$ cat config.mk
export PLATFORM = sky130hd
export DESIGN_NAME = bcu_branch_control_unit
export DESIGN_NICKNAME = d
export VERILOG_FILES = /design/src/logic/bcu_pkg.sv /design/src/logic/bcu_branch_control_unit.sv
export SDC_FILE = /design/constraint.sdc
export NUM_CORES = 1
export LEC_CHECK = 0
export BUFFER_PORTS_ARGS = -buffer_cell sky130_fd_sc_hd__buf_4
export CAP_MARGIN = 20
export CORE_MARGIN = 2
export CORE_UTILIZATION = 53
export CTS_BUF_LIST = sky130_fd_sc_hd__clkbuf_4
export DETAILED_ROUTE_END_ITERATION = 6
export GPL_TIMING_DRIVEN = 0
export HOLD_SLACK_MARGIN = 0.1
export PLACE_DENSITY_LB_ADDON = 0.05
export SLEW_MARGIN = 0
export SYNTH_ARGS = -nofsm -noshare
export SYNTH_HDL_FRONTEND = slang
export SYNTH_SLANG_ARGS = --single-unit
$ cat constraint.sdc
create_clock -name core_clk_i -period 4.9 [get_ports core_clk_i]
set_clock_uncertainty 0.05 [all_clocks]
set_input_delay 0.49 -clock core_clk_i [delete_from_list [all_inputs] [get_ports core_clk_i]]
set_output_delay 0.49 -clock core_clk_i [all_outputs]
set_load 0.05 [all_outputs]
$ cat src/logic/bcu_pkg.sv
package bcu_pkg;

    // ==========================================================
    // Machine cycle timing
    // ==========================================================
    localparam int          OSC_PER_STATE = 2;
    localparam int          STATES_PER_MC = 6;
    localparam logic [3:0]  PH_FIRST      = 4'h0;
    localparam logic [3:0]  PH_LAST       = 4'(OSC_PER_STATE * STATES_PER_MC - 1);
    // Stack transfers happen in state 2 and state 4 of the first machine cycle
    localparam logic [3:0]  PH_XFER_A     = 4'(OSC_PER_STATE * 1);
    localparam logic [3:0]  PH_XFER_B     = 4'(OSC_PER_STATE * 3);

    // ==========================================================
    // Reset values
    // ==========================================================
    localparam logic [15:0] ADDR_RESET    = 16'h0000;
    localparam logic [7:0]  BYTE_RESET    = 8'h00;

    // ==========================================================
    // Opcodes
    // ==========================================================
    localparam logic [7:0]  OPC_NO_OPERATION   = 8'h00;
    localparam logic [7:0]  OPC_LONG_JUMP      = 8'h02;
    localparam logic [7:0]  OPC_LONG_CALL      = 8'h12;
    localparam logic [7:0]  OPC_SUB_RETURN     = 8'h22;
    localparam logic [7:0]  OPC_INT_RETURN     = 8'h32;
    localparam logic [7:0]  OPC_ACC_ZERO       = 8'h60;
    localparam logic [7:0]  OPC_ACC_NONZERO    = 8'h70;
    localparam logic [7:0]  OPC_INDEXED        = 8'h73;
    localparam logic [7:0]  OPC_SHORT_REL      = 8'h80;
    localparam logic [7:0]  OPC_CMP_ACC_IMM    = 8'hB4;
    localparam logic [7:0]  OPC_CMP_ACC_DIR    = 8'hB5;
    localparam logic [7:0]  OPC_LOOP_DIR       = 8'hD5;
    localparam logic [4:0]  PAGE_JUMP_LOW      = 5'h01;
    localparam logic [4:0]  PAGE_CALL_LOW      = 5'h11;
    localparam logic [6:0]  CMP_IND_HIGH       = 7'h5B;
    localparam logic [4:0]  CMP_REG_HIGH       = 5'h17;
    localparam logic [4:0]  LOOP_REG_HIGH      = 5'h1B;

    // ==========================================================
    // Types
    // ==========================================================
    typedef enum logic [3:0] {
        CL_NONE, CL_NO_OPERATION, CL_SHORT_JUMP, CL_LONG_JUMP, CL_PAGE_JUMP,
        CL_INDEXED_JUMP, CL_LONG_CALL, CL_PAGE_CALL, CL_SUB_RETURN,
        CL_INT_RETURN, CL_ACC_ZERO, CL_ACC_NONZERO, CL_LOOP, CL_COMPARE
    } bcu_class_t;

    typedef struct packed {
        logic [7:0] opcode;
        logic [7:0] byte1;
        logic [7:0] byte2;
    } bcu_instr_t;

endpackage

$ cat src/logic/bcu_branch_control_unit.sv
`timescale 1ns/100ps
// Summary of operation
// RL1 - Short jump is opcode plus signed offset byte, reach -128..+127 from next address
// RL2 - Long jump is three bytes and loads a full 16-bit target
// RL3 - Page jump opcode holds target bits 10..8, second byte holds bits 7..0
// RL4 - Page jump replaces low 11 PC bits, keeps upper 5, same 2K block
// RL5 - Indexed jump target is data pointer plus unsigned accumulator
// RL6 - Long call transfers control to a full 16-bit address
// RL7 - Page call substitutes 11 bits into next-instruction PC
// RL8 - Subroutine return resumes after the calling instruction
// RL9 - Interrupt return also tells interrupt controller it finished, if one active
// RL10 - Conditional jumps use signed offset relative to following instruction
// RL11 - Accumulator zero tests look at accumulator directly, no zero flag
// RL12 - Loop decrements operand, writes it back, jumps when result nonzero
// RL13 - Compare jumps only when its two operand bytes differ
// RL14 - Compare sets carry when first is below second, unsigned, else clears
// RL15 - Offset is two's complement byte added to PC when taken
// RL16 - Machine cycle is six states of two clocks, twelve clocks
// RL17 - Branches take two machine cycles, no-operation takes one
// RL18 - Calls push next address low byte first, returns pop it back
module bcu_branch_control_unit (
    input  wire logic               core_clk_i,
    input  wire logic               resetn_i,
    input  wire logic               instr_valid_i,
    input  wire bcu_pkg::bcu_instr_t instr_i,
    input  wire logic [15:0]        pc_next_i,
    input  wire logic [7:0]         acc_i,
    input  wire logic [15:0]        data_pointer_i,
    input  wire logic [7:0]         opnd_first_i,
    input  wire logic [7:0]         opnd_second_i,
    input  wire logic               irq_active_i,
    input  wire logic [7:0]         stack_rd_data_i,
    output logic                    ready_o,
    output logic                    mc_tick_o,
    output logic                    illegal_o,
    output logic                    done_o,
    output logic                    pc_load_o,
    output logic [15:0]             pc_target_o,
    output logic                    stack_push_o,
    output logic [7:0]              stack_wr_data_o,
    output logic                    stack_pop_o,
    output logic                    carry_we_o,
    output logic                    carry_o,
    output logic                    wb_we_o,
    output logic [7:0]              wb_data_o,
    output logic                    irq_done_o
);

    // ==========================================================
    // Functions
    // ==========================================================
    function automatic bcu_pkg::bcu_class_t decode_class(input logic [7:0] opc);
        if (opc == bcu_pkg::OPC_NO_OPERATION)              decode_class = bcu_pkg::CL_NO_OPERATION;
        else if (opc[4:0] == bcu_pkg::PAGE_JUMP_LOW)       decode_class = bcu_pkg::CL_PAGE_JUMP;
        else if (opc[4:0] == bcu_pkg::PAGE_CALL_LOW)       decode_class = bcu_pkg::CL_PAGE_CALL;
        else if (opc == bcu_pkg::OPC_SHORT_REL)            decode_class = bcu_pkg::CL_SHORT_JUMP;
        else if (opc == bcu_pkg::OPC_LONG_JUMP)            decode_class = bcu_pkg::CL_LONG_JUMP;
        else if (opc == bcu_pkg::OPC_INDEXED)              decode_class = bcu_pkg::CL_INDEXED_JUMP;
        else if (opc == bcu_pkg::OPC_LONG_CALL)            decode_class = bcu_pkg::CL_LONG_CALL;
        else if (opc == bcu_pkg::OPC_SUB_RETURN)           decode_class = bcu_pkg::CL_SUB_RETURN;
        else if (opc == bcu_pkg::OPC_INT_RETURN)           decode_class = bcu_pkg::CL_INT_RETURN;
        else if (opc == bcu_pkg::OPC_ACC_ZERO)             decode_class = bcu_pkg::CL_ACC_ZERO;
        else if (opc == bcu_pkg::OPC_ACC_NONZERO)          decode_class = bcu_pkg::CL_ACC_NONZERO;
        else if (opc == bcu_pkg::OPC_LOOP_DIR)             decode_class = bcu_pkg::CL_LOOP;
        else if (opc[7:3] == bcu_pkg::LOOP_REG_HIGH)       decode_class = bcu_pkg::CL_LOOP;
        else if (opc == bcu_pkg::OPC_CMP_ACC_IMM)          decode_class = bcu_pkg::CL_COMPARE;
        else if (opc == bcu_pkg::OPC_CMP_ACC_DIR)          decode_class = bcu_pkg::CL_COMPARE;
        else if (opc[7:1] == bcu_pkg::CMP_IND_HIGH)        decode_class = bcu_pkg::CL_COMPARE;
        else if (opc[7:3] == bcu_pkg::CMP_REG_HIGH)        decode_class = bcu_pkg::CL_COMPARE;
        else                                               decode_class = bcu_pkg::CL_NONE;
    endfunction

    // Two-byte relative forms carry the offset in byte1, three-byte forms in byte2
    function automatic logic [7:0] rel_offset(input bcu_pkg::bcu_instr_t ins);
        if ((ins.opcode == bcu_pkg::OPC_LOOP_DIR) || (ins.opcode == bcu_pkg::OPC_CMP_ACC_IMM) ||
            (ins.opcode == bcu_pkg::OPC_CMP_ACC_DIR) || (ins.opcode[7:1] == bcu_pkg::CMP_IND_HIGH) ||
            (ins.opcode[7:3] == bcu_pkg::CMP_REG_HIGH)) begin
            rel_offset = ins.byte2;
        end else begin
            rel_offset = ins.byte1;
        end
    endfunction

    function automatic logic [15:0] rel_target(input logic [15:0] pc, input logic [7:0] off);
        rel_target = pc + {{8{off[7]}}, off};
    endfunction

    function automatic logic [15:0] page_target(input logic [15:0] pc, input logic [7:0] opc,
                                                input logic [7:0] low);
        page_target = {pc[15:11], opc[7:5], low};
    endfunction

    // ==========================================================
    // Reset release
    // ==========================================================
    logic rst_meta_ff;
    logic rst_n_ff;

    always_ff @(posedge core_clk_i or negedge resetn_i) begin
        if (!resetn_i) begin
            rst_meta_ff <= 1'b0;
            rst_n_ff    <= 1'b0;
        end else begin
            rst_meta_ff <= 1'b1;
            rst_n_ff    <= rst_meta_ff;
        end
    end

    // ==========================================================
    // Machine cycle sequencer
    // ==========================================================
    typedef enum logic [1:0] {ST_IDLE, ST_FIRST, ST_SECOND} bcu_state_t;

    logic [3:0]          phase_ff;
    bcu_state_t          state_ff;
    bcu_pkg::bcu_class_t cls_ff;
    bcu_pkg::bcu_class_t dec_cls;
    logic                take;
    logic                finish;
    logic                is_call;
    logic                is_return;

    assign dec_cls   = decode_class(instr_i.opcode);
    assign take      = ready_o && mc_tick_o && instr_valid_i && (dec_cls != bcu_pkg::CL_NONE);
    assign finish    = (phase_ff == bcu_pkg::PH_LAST) &&
                       ((state_ff == ST_SECOND) ||
                        ((state_ff == ST_FIRST) && (cls_ff == bcu_pkg::CL_NO_OPERATION)));
    assign is_call   = (cls_ff == bcu_pkg::CL_LONG_CALL) || (cls_ff == bcu_pkg::CL_PAGE_CALL);
    assign is_return = (cls_ff == bcu_pkg::CL_SUB_RETURN) || (cls_ff == bcu_pkg::CL_INT_RETURN);

    always_ff @(posedge core_clk_i or negedge rst_n_ff) begin
        if (!rst_n_ff) begin
            phase_ff  <= bcu_pkg::PH_FIRST;
            mc_tick_o <= 1'b0;
        end else begin
            phase_ff  <= (phase_ff == bcu_pkg::PH_LAST) ? bcu_pkg::PH_FIRST : phase_ff + 4'h1; // RL16
            mc_tick_o <= (phase_ff == bcu_pkg::PH_LAST); // RL16
        end
    end

    always_ff @(posedge core_clk_i or negedge rst_n_ff) begin
        if (!rst_n_ff) begin
            state_ff  <= ST_IDLE;
            ready_o   <= 1'b1;
            illegal_o <= 1'b0;
        end else begin
            illegal_o <= ready_o && mc_tick_o && instr_valid_i && (dec_cls == bcu_pkg::CL_NONE);
            unique case (state_ff)
                ST_IDLE: begin
                    if (take) begin
                        state_ff <= ST_FIRST;
                        ready_o  <= 1'b0;
                    end
                end
                ST_FIRST: begin
                    if (finish) begin
                        state_ff <= ST_IDLE; // RL17
                        ready_o  <= 1'b1;
                    end else if (phase_ff == bcu_pkg::PH_LAST) begin
                        state_ff <= ST_SECOND; // RL17
                    end
                end
                ST_SECOND: begin
                    if (finish) begin
                        state_ff <= ST_IDLE;
                        ready_o  <= 1'b1;
                    end
                end
            endcase
        end
    end

    // ==========================================================
    // Operand capture
    // ==========================================================
    bcu_pkg::bcu_instr_t ins_ff;
    logic [15:0]         pc_ff;
    logic [15:0]         dp_ff;
    logic [7:0]          acc_ff;
    logic [7:0]          opa_ff;
    logic [7:0]          opb_ff;
    logic [7:0]          off_ff;
    logic                irq_ff;

    // Operands are frozen at acceptance, so the core may move on with its buses
    always_ff @(posedge core_clk_i or negedge rst_n_ff) begin
        if (!rst_n_ff) begin
            cls_ff <= bcu_pkg::CL_NONE;
            ins_ff <= '0;
            pc_ff  <= bcu_pkg::ADDR_RESET;
            dp_ff  <= bcu_pkg::ADDR_RESET;
            acc_ff <= bcu_pkg::BYTE_RESET;
            opa_ff <= bcu_pkg::BYTE_RESET;
            opb_ff <= bcu_pkg::BYTE_RESET;
            off_ff <= bcu_pkg::BYTE_RESET;
            irq_ff <= 1'b0;
        end else if (take) begin
            cls_ff <= dec_cls;
            ins_ff <= instr_i;
            pc_ff  <= pc_next_i;
            dp_ff  <= data_pointer_i;
            acc_ff <= acc_i;
            opa_ff <= opnd_first_i;
            opb_ff <= opnd_second_i;
            off_ff <= rel_offset(instr_i); // RL10
            irq_ff <= irq_active_i;
        end
    end

    // ==========================================================
    // Stack traffic
    // ==========================================================
    logic [7:0] ret_hi_ff;
    logic [7:0] ret_lo_ff;
    logic [1:0] pop_wait_ff;

    // Pop data returns one cycle after the pop strobe; high byte comes off first
    always_ff @(posedge core_clk_i or negedge rst_n_ff) begin
        if (!rst_n_ff) begin
            stack_push_o    <= 1'b0;
            stack_wr_data_o <= bcu_pkg::BYTE_RESET;
            stack_pop_o     <= 1'b0;
            pop_wait_ff     <= 2'b00;
            ret_hi_ff       <= bcu_pkg::BYTE_RESET;
            ret_lo_ff       <= bcu_pkg::BYTE_RESET;
        end else begin
            stack_push_o <= 1'b0;
            stack_pop_o  <= 1'b0;
            pop_wait_ff  <= {stack_pop_o && (phase_ff == bcu_pkg::PH_XFER_A + 4'h1),
                             stack_pop_o && (phase_ff == bcu_pkg::PH_XFER_B + 4'h1)};
            if (state_ff == ST_FIRST && is_call && phase_ff == bcu_pkg::PH_XFER_A) begin
                stack_push_o    <= 1'b1; // RL18
                stack_wr_data_o <= pc_ff[7:0];
            end
            if (state_ff == ST_FIRST && is_call && phase_ff == bcu_pkg::PH_XFER_B) begin
                stack_push_o    <= 1'b1; // RL18
                stack_wr_data_o <= pc_ff[15:8];
            end
            if (state_ff == ST_FIRST && is_return &&
                (phase_ff == bcu_pkg::PH_XFER_A || phase_ff == bcu_pkg::PH_XFER_B)) begin
                stack_pop_o <= 1'b1; // RL18
            end
            if (pop_wait_ff[1]) ret_hi_ff <= stack_rd_data_i; // RL18
            if (pop_wait_ff[0]) ret_lo_ff <= stack_rd_data_i; // RL18
        end
    end

    // ==========================================================
    // Target and condition evaluation
    // ==========================================================
    logic [15:0] nxt_target;
    logic        nxt_taken;
    logic [7:0]  loop_dec;

    assign loop_dec = opa_ff - 8'h01;

    always_comb begin
        nxt_target = rel_target(pc_ff, off_ff); // RL1 RL10 RL15
        nxt_taken  = 1'b1;
        unique case (cls_ff)
            bcu_pkg::CL_LONG_JUMP, bcu_pkg::CL_LONG_CALL:
                nxt_target = {ins_ff.byte1, ins_ff.byte2}; // RL2 RL6
            bcu_pkg::CL_PAGE_JUMP, bcu_pkg::CL_PAGE_CALL:
                nxt_target = page_target(pc_ff, ins_ff.opcode, ins_ff.byte1); // RL3 RL4 RL7
            bcu_pkg::CL_INDEXED_JUMP:
                nxt_target = dp_ff + {8'h00, acc_ff}; // RL5
            bcu_pkg::CL_SUB_RETURN, bcu_pkg::CL_INT_RETURN:
                nxt_target = {ret_hi_ff, ret_lo_ff}; // RL8
            bcu_pkg::CL_ACC_ZERO:
                nxt_taken = (acc_ff == 8'h00); // RL11
            bcu_pkg::CL_ACC_NONZERO:
                nxt_taken = (acc_ff != 8'h00); // RL11
            bcu_pkg::CL_LOOP:
                nxt_taken = (loop_dec != 8'h00); // RL12
            bcu_pkg::CL_COMPARE:
                nxt_taken = (opa_ff != opb_ff); // RL13
            bcu_pkg::CL_NO_OPERATION, bcu_pkg::CL_NONE:
                nxt_taken = 1'b0;
            default: nxt_taken = 1'b1;
        endcase
    end

    // ==========================================================
    // Completion outputs
    // ==========================================================
    always_ff @(posedge core_clk_i or negedge rst_n_ff) begin
        if (!rst_n_ff) begin
            done_o      <= 1'b0;
            pc_load_o   <= 1'b0;
            pc_target_o <= bcu_pkg::ADDR_RESET;
            carry_we_o  <= 1'b0;
            carry_o     <= 1'b0;
            wb_we_o     <= 1'b0;
            wb_data_o   <= bcu_pkg::BYTE_RESET;
            irq_done_o  <= 1'b0;
        end else begin
            done_o     <= finish; // RL17
            pc_load_o  <= finish && nxt_taken;
            carry_we_o <= finish && (cls_ff == bcu_pkg::CL_COMPARE);
            wb_we_o    <= finish && (cls_ff == bcu_pkg::CL_LOOP); // RL12
            irq_done_o <= finish && (cls_ff == bcu_pkg::CL_INT_RETURN) && irq_ff; // RL9
            if (finish) begin
                pc_target_o <= nxt_taken ? nxt_target : pc_ff;
                carry_o     <= (opa_ff < opb_ff); // RL14
                wb_data_o   <= loop_dec; // RL12
            end
        end
    end
endmodule

---- Word-level counts from Yosys, hierarchy flattened ----
Index checks and enable logic that the tools add are counted.
word-level totals
  bits in registers ....................... 162
  latch bits .............................. 0
  RAM bits ................................ 0
  memory bits (read-only) ................. 0
  input port bits ......................... 92
  output and inout port bits .............. 43
  logic and storage cells ................. 154
  memories kept ........................... 0
cells by class
  $add $sub $neg .......................... 4
  multiply operators ...................... 0
  div/mod/pow operators ................... 0
  order comparisons ....................... 1
  equal/unequal tests ..................... 40
  shift operators ......................... 0
  multiplexer cells ....................... 35
  bitwise logic cells ..................... 0
  reduce and logical (&&, ||, !) cells .... 42
operators by type and width
  operator            number
  $mux 4              18
  $pmux 16 s4         1
  $eq 8x8->1 const B  4
  $eq 4x4->1 const B  7
  $eq 4x3->1 const B  6
  $eq 8x7->1 const B  3
  $mux 8              3
  $logic_and 1x1->1   18
  $add 16x16->16      1
  $add 16x8->16       1
  $eq 8x6->1 const B  2
  $logic_not 8->1     2
  $mux 16             1
  $reduce_bool 8->1   2
  $eq 5x5->1 const B  3
  $eq 4x2->1 const B  3
  $reduce_or 2->1     5
  $eq 8x2->1 const B  1
  $eq 8x5->1 const B  1
  $logic_not 4->1     2
  $logic_or 1x1->1    8
  $lt 8x8->1          1
  $mux 2              4
  $ne 8x8->1          1
  19 further kinds    24

---- Longest topological paths before layout ----
  word-level depth ........................ 22
  mapped depth ............................ 11
  mapped depth without buffers ............ 11

---- Least setup slack after synthesis ----
No wires, ideal clock.
  kind .................................... input -> register
  from .................................... input instr_i[22] in the netlist's numbering
  to ...................................... register ins_ff[0] in the netlist's numbering
  arrival ................................. 2.381 ns
  required time ........................... 4.725 ns
  path slack .............................. 2.344 ns
  stages .................................. 9
  path through ............................ buf_2 -> and4b_1 -> a31oi_1 -> o21ai_0 -> a21boi_1 -> o32ai_2 -> o31ai_4 -> buf_6 -> mux2_2
on the way
  longest elaborated chain between the ends .. 20
  elaborated cells between the ends (all ways) .. 34
  those cells by class .................... eq/ne: 14; mux: 17; reduce/logical: 3
ends and longest elaborated chain
  item                    RTL line                        source
  start: declaration      bcu_branch_control_unit.sv:25   input wire bcu_pkg::bcu_instr_t instr_i,
  $eq 5x5->1              bcu_branch_control_unit.sv:69   else if (opc[7:3] == bcu_pkg::CMP_REG_HIGH) decode_class = bcu_pkg::CL_COMPARE;
  $mux 4                  bcu_branch_control_unit.sv:69
  $mux 4                  bcu_branch_control_unit.sv:68   else if (opc[7:1] == bcu_pkg::CMP_IND_HIGH) decode_class = bcu_pkg::CL_COMPARE;
  $mux 4                  bcu_branch_control_unit.sv:67   else if (opc == bcu_pkg::OPC_CMP_ACC_DIR) decode_class = bcu_pkg::CL_COMPARE;
  $mux 4                  bcu_branch_control_unit.sv:66   else if (opc == bcu_pkg::OPC_CMP_ACC_IMM) decode_class = bcu_pkg::CL_COMPARE;
  $mux 4                  bcu_branch_control_unit.sv:65   else if (opc[7:3] == bcu_pkg::LOOP_REG_HIGH) decode_class = bcu_pkg::CL_LOOP;
  $mux 4                  bcu_branch_control_unit.sv:64   else if (opc == bcu_pkg::OPC_LOOP_DIR) decode_class = bcu_pkg::CL_LOOP;
  $mux 4                  bcu_branch_control_unit.sv:63   else if (opc == bcu_pkg::OPC_ACC_NONZERO) decode_class = bcu_pkg::CL_ACC_NONZERO;
  [4 not listed]          -
  $mux 4                  bcu_branch_control_unit.sv:58   else if (opc == bcu_pkg::OPC_INDEXED) decode_class = bcu_pkg::CL_INDEXED_JUMP;
  $mux 4                  bcu_branch_control_unit.sv:57   else if (opc == bcu_pkg::OPC_LONG_JUMP) decode_class = bcu_pkg::CL_LONG_JUMP;
  $mux 4                  bcu_branch_control_unit.sv:56   else if (opc == bcu_pkg::OPC_SHORT_REL) decode_class = bcu_pkg::CL_SHORT_JUMP;
  $mux 4                  bcu_branch_control_unit.sv:55   else if (opc[4:0] == bcu_pkg::PAGE_CALL_LOW) decode_class = bcu_pkg::CL_PAGE_CALL;
  $mux 4                  bcu_branch_control_unit.sv:54   else if (opc[4:0] == bcu_pkg::PAGE_JUMP_LOW) decode_class = bcu_pkg::CL_PAGE_JUMP;
  $mux 4 (*)              bcu_branch_control_unit.sv:53   if (opc == bcu_pkg::OPC_NO_OPERATION) decode_class = bcu_pkg::CL_NO_OPERATION;
  $reduce_bool 4->1 (*)   bcu_branch_control_unit.sv:124  assign take = ready_o && mc_tick_o && instr_valid_i && (dec_cls != bcu_pkg::CL_NONE);
  $logic_and 1x1->1 (*)   bcu_branch_control_unit.sv:124
  end signal: assignment  bcu_branch_control_unit.sv:199  ins_ff <= instr_i;
  end: declaration        bcu_branch_control_unit.sv:176  bcu_pkg::bcu_instr_t ins_ff;
Every way passes the cells marked *; elsewhere a longest branch is shown, timed or not.
A chain may end at the register's enable or synchronous reset.

---- Worst setup path in the final report ----
  from .................................... register cls_ff[1]
  to ...................................... register pc_target_o[9]
on the way
  longest elaborated chain between the ends .. 4
  elaborated cells between the ends (all ways) .. 23
  those cells by class .................... eq/ne: 12; mux: 3; reduce/logical: 8
ends and longest elaborated chain
  item                                                         RTL line                                                        source
  start: declaration                                           bcu_branch_control_unit.sv:116                                  bcu_pkg::bcu_class_t cls_ff;
  start signal: assignment                                     bcu_branch_control_unit.sv:188                                  cls_ff <= bcu_pkg::CL_NONE;
  start signal: assignment                                     bcu_branch_control_unit.sv:198                                  cls_ff <= dec_cls;
  $eq 4x1->1 (tied with other cells)                           bcu_branch_control_unit.sv:127, bcu_branch_control_unit.sv:260
  $reduce_or 2->1 / $logic_and 1x1->1 (equally long branches)  bcu_branch_control_unit.sv:260, bcu_branch_control_unit.sv:127
  $pmux 1 s5 (tied with other cells)                           bcu_branch_control_unit.sv:260                                  unique case (cls_ff)
  $mux 16 / $logic_and 1x1->1 (equally long branches)          bcu_branch_control_unit.sv:303, bcu_branch_control_unit.sv:125
  end signal: assignment                                       bcu_branch_control_unit.sv:290                                  pc_target_o <= bcu_pkg::ADDR_RESET;
  end signal: assignment                                       bcu_branch_control_unit.sv:303                                  pc_target_o <= nxt_taken ? nxt_target : pc_ff;
  end: declaration                                             bcu_branch_control_unit.sv:38                                   output logic [15:0] pc_target_o,
Parallel ways exist; a longest one is shown, timed or not.

==> run_results.csv <==
group,metric,value,unit
outcome,status,"finished clean",
sta,slew_headroom,36.5,%
worst_setup_path,path_max_fanout,10,
floorplan,num_io_pins,135,
logic_synthesis,synthesis.area,0.00841,mm²
pwr,p_leak,5.21,nW
logic_synthesis,synth_top_area_share,46.4,%
detailed_routing,wl_per_cell,19.6,µm
logic_synthesis,yosysWarnings,0,
clocking,cts_hold_buf,82,
clocking,clock_path_buffers,2,
placed_design,dp_hpwl,18.2,mm
grt,grt_max_degree,73,
detailed_routing,vias,7107,
sta,hold_slack,0.151,ns
grt,grt_overflow_total,0,
floorplan,die-height,130,µm
logic_synthesis,synthFlopType,"dfrtp_1",
pwr,power.total,3.44,mW
worst_setup_path,end_kind,"register",
sta,period_share,62.9,%
clocking,cts_buffers,17,
placed_design,gp_congestion,0.933,
grt,antenna_found_initial,1,
detailed_routing,drt_iter0_drc,542,
logic_synthesis,synth.most_common_cell,"dfrtp_1",
logic_synthesis,synth_nets,919,
detailed_routing,drc,0,
placed_design,dp_cells,1139,
clocking,cts_setup_buffers,0,
logic_synthesis,synthArstFlopShare,100,%
clocking,cts-root-buf,"clkbuf_4",
detailed_routing,firstDrtPassIters,5,
floorplan,die_w,130,µm
worst_setup_path,startpoint_type,"register",
grt,grtUsageTotal,30.8,%
placed_design,place_area,0.00975,mm²
logic_synthesis,yosys_register_bits,157,
worst_setup_path,crit_type,"register to register",
detailed_routing,antenna_left,0,
logic_synthesis,avgSynthCellArea,10.7,µm²
logic_synthesis,synth_common_cells,"dfrtp_1 (156), mux2_2 (83), nand2_1 (75), o21ai_0 (50), nor2_1 (49)",
pwr,vdd_drop_max,0.198,mV
worst_setup_path,arrival,3.54,ns
logic_synthesis,yosys.area.top_type,"dfrtp_1",
job,cap_viol_max_count,0,
sta,worst_slew_pin_slew,0.949,ns
clocking,clk_pin_slew,0.14,ns
clocking,cts_tree,"built",
final_layout,area_delta_synth_final,29.8,%
clocking,cts_resized,0,
sta,period_needed,3.08,ns
sta,fmax,324,MHz
final_layout,n_fill_cell,1196,
logic_synthesis,synth_edf_count,0,
clocking,clock_latency,0.58,ns
logic_synthesis,synth.distinct_cells,64,
sta,rsz0062_at_grt,"no",
logic_synthesis,yosysSeqAreaShare,46.8,%
sta,fin_ws,1.82,ns
final_layout,post-route-util,69.5,%
floorplan,num_rows,46,
sta,finalSetupViolCount,0,
grt,grt_pass1_wl,39.0,mm
worst_setup_path,cp.required,5.36,ns
floorplan,die_area,0.0169,mm²
sta,setup_tns,0,ns
detailed_routing,drt-total-wl,24.6,mm
placed_design,pre_cts_ws,1.75,ns
grt,grt_pass1_vias,7166,
logic_synthesis,synth_cells,787,
final_layout,fin_area,0.0109,mm²
final_layout,drive_above_1_share,26.4,%
sta,hold_violations,0,
sta,finalMaxSlewViolations,0,
placed_design,io_buffer_count,132,
final_layout,nets,1156,
floorplan,initial_core_util,53.5,%
detailed_routing,avgViaCountPerCell,5.67,
clocking,clock-sinks,157,
logic_synthesis,synth_area_leaders,"dfrtp_1 (46%), mux2_2 (11%), ha_1 (5.7%), nand2_1 (3.3%), o21ai_0 (3.0%)",
clocking,htree_num_levels,4,
pwr,powerDensity,315,mW/mm²
floorplan,coreArea,0.0157,mm²
min_path,min_path_type,"primary input to asynchronous set/reset pin",
final_layout,fin_cells,1253,
-- critical path, stage by stage, from the launching register on --
cell and delay (ns):
dfrtp_1 0.34, clkbuf_1 0.37, inv_1 0.27, nor3_1 0.77, clkbuf_1 0.47, a222oi_1 0.27, o211ai_1 0.18, a21oi_1 0.09
o21ai_0 0.20
-- final cells by class --
class | count | area (µm²) | area share (%)
multi-input combinational | 568 | 4170 | 38.2
sequential | 157 | 3930 | 36.0
timing repair buffer | 218 | 1880 | 17.3
tap | 216 | 270 | 2.48
buffer | 36 | 209 | 1.91
clock inverter | 11 | 193 | 1.77
clock buffer | 20 | 150 | 1.38
inverter | 26 | 97.6 | 0.894
antenna | 1 | 2.50 | 0.0229
-- sequential cells by signal, summed over array words and instances, names as in the netlist, 2 cells and up --
signal,cells
state_ff,2
phase_ff,4
pop_wait_ff,2
pc_ff,16
ret_hi_ff,8
acc_ff,8
off_ff,8
cls_ff,4
dp_ff,16
opb_ff,8
pc_target_o,16
ret_lo_ff,8
wb_data_o,8
opa_ff,8
ins_ff,19
stack_wr_data_o,8
-- worst paths after layout --
check | to | slack, ns | startpoint | cells after the start
max in group asynchronous | ready_o | 3.93 | rst_n_ff | 1
hold reg to reg | acc_ff[4] | 0.17 | rst_n_ff | 0
setup reg to reg | pc_target_o[9] | 1.82 | cls_ff[1] | 8
hold / removal | rst_n_ff | 0.15 | resetn_i | 2
min in group core_clk_i | ins_ff[21] | 0.17 | instr_i[21] | 2
setup / recovery | pc_target_o[9] | 1.82 | cls_ff[1] | 8
-- layout by cell type, fill, tap and decap left out, types with 6 or more instances in the layout --
cell | netlist | final
clkbuf_4 | 0 | 20
mux2i_1 | 21 | 21
buf_4 | 0 | 133
nand3_1 | 11 | 11
nor2_1 | 49 | 49
nand2b_1 | 9 | 9
inv_1 | 25 | 25
dfrtp_1 | 156 | 155
mux2_1 | 10 | 10
xor2_1 | 14 | 14
a21oi_1 | 35 | 35
mux2_2 | 83 | 83
nor3_1 | 20 | 20
o21ai_1 | 9 | 9
ha_1 | 38 | 38
xnor2_1 | 23 | 23
clkbuf_1 | 20 | 20
buf_6 | 9 | 9
a31oi_1 | 12 | 12
dlygate4sd3_1 | 0 | 82
o211ai_1 | 14 | 14
and3_1 | 6 | 6
nand2_1 | 75 | 75
o21ai_0 | 50 | 50
a222oi_1 | 8 | 8
-- cell families after synthesis --
family	share of synthesized area, %
buffers and inverters	3.65
XOR/XNOR	3.86
AO/OA/AOI/OAI	13.1
AND/OR/NAND/NOR	11.5
adder cells (fa/ha/maj)	6.13
multiplexers	15.0
other	0.0446
flip-flops	46.8
-- report_power, final --
group | internal [mW] | total (mW) | switching, mW
Clock | 0.471 | 0.935 | 0.464
Combinational | 0.416 | 0.963 | 0.548
Sequential | 1.42 | 1.54 | 0.117
-- routing by layer --
metal | vias to the layer above | track usage (%) | wire length, µm
li1 | 3311 | - | -
met1 | 3516 | 42.5 | 11000
met2 | 241 | 49.7 | 11800
met3 | 39 | 5.25 | 1290
met4 | 0 | 10.2 | 538
met5 | - | 0 | 0
Power figures use the tool's default switching activity.
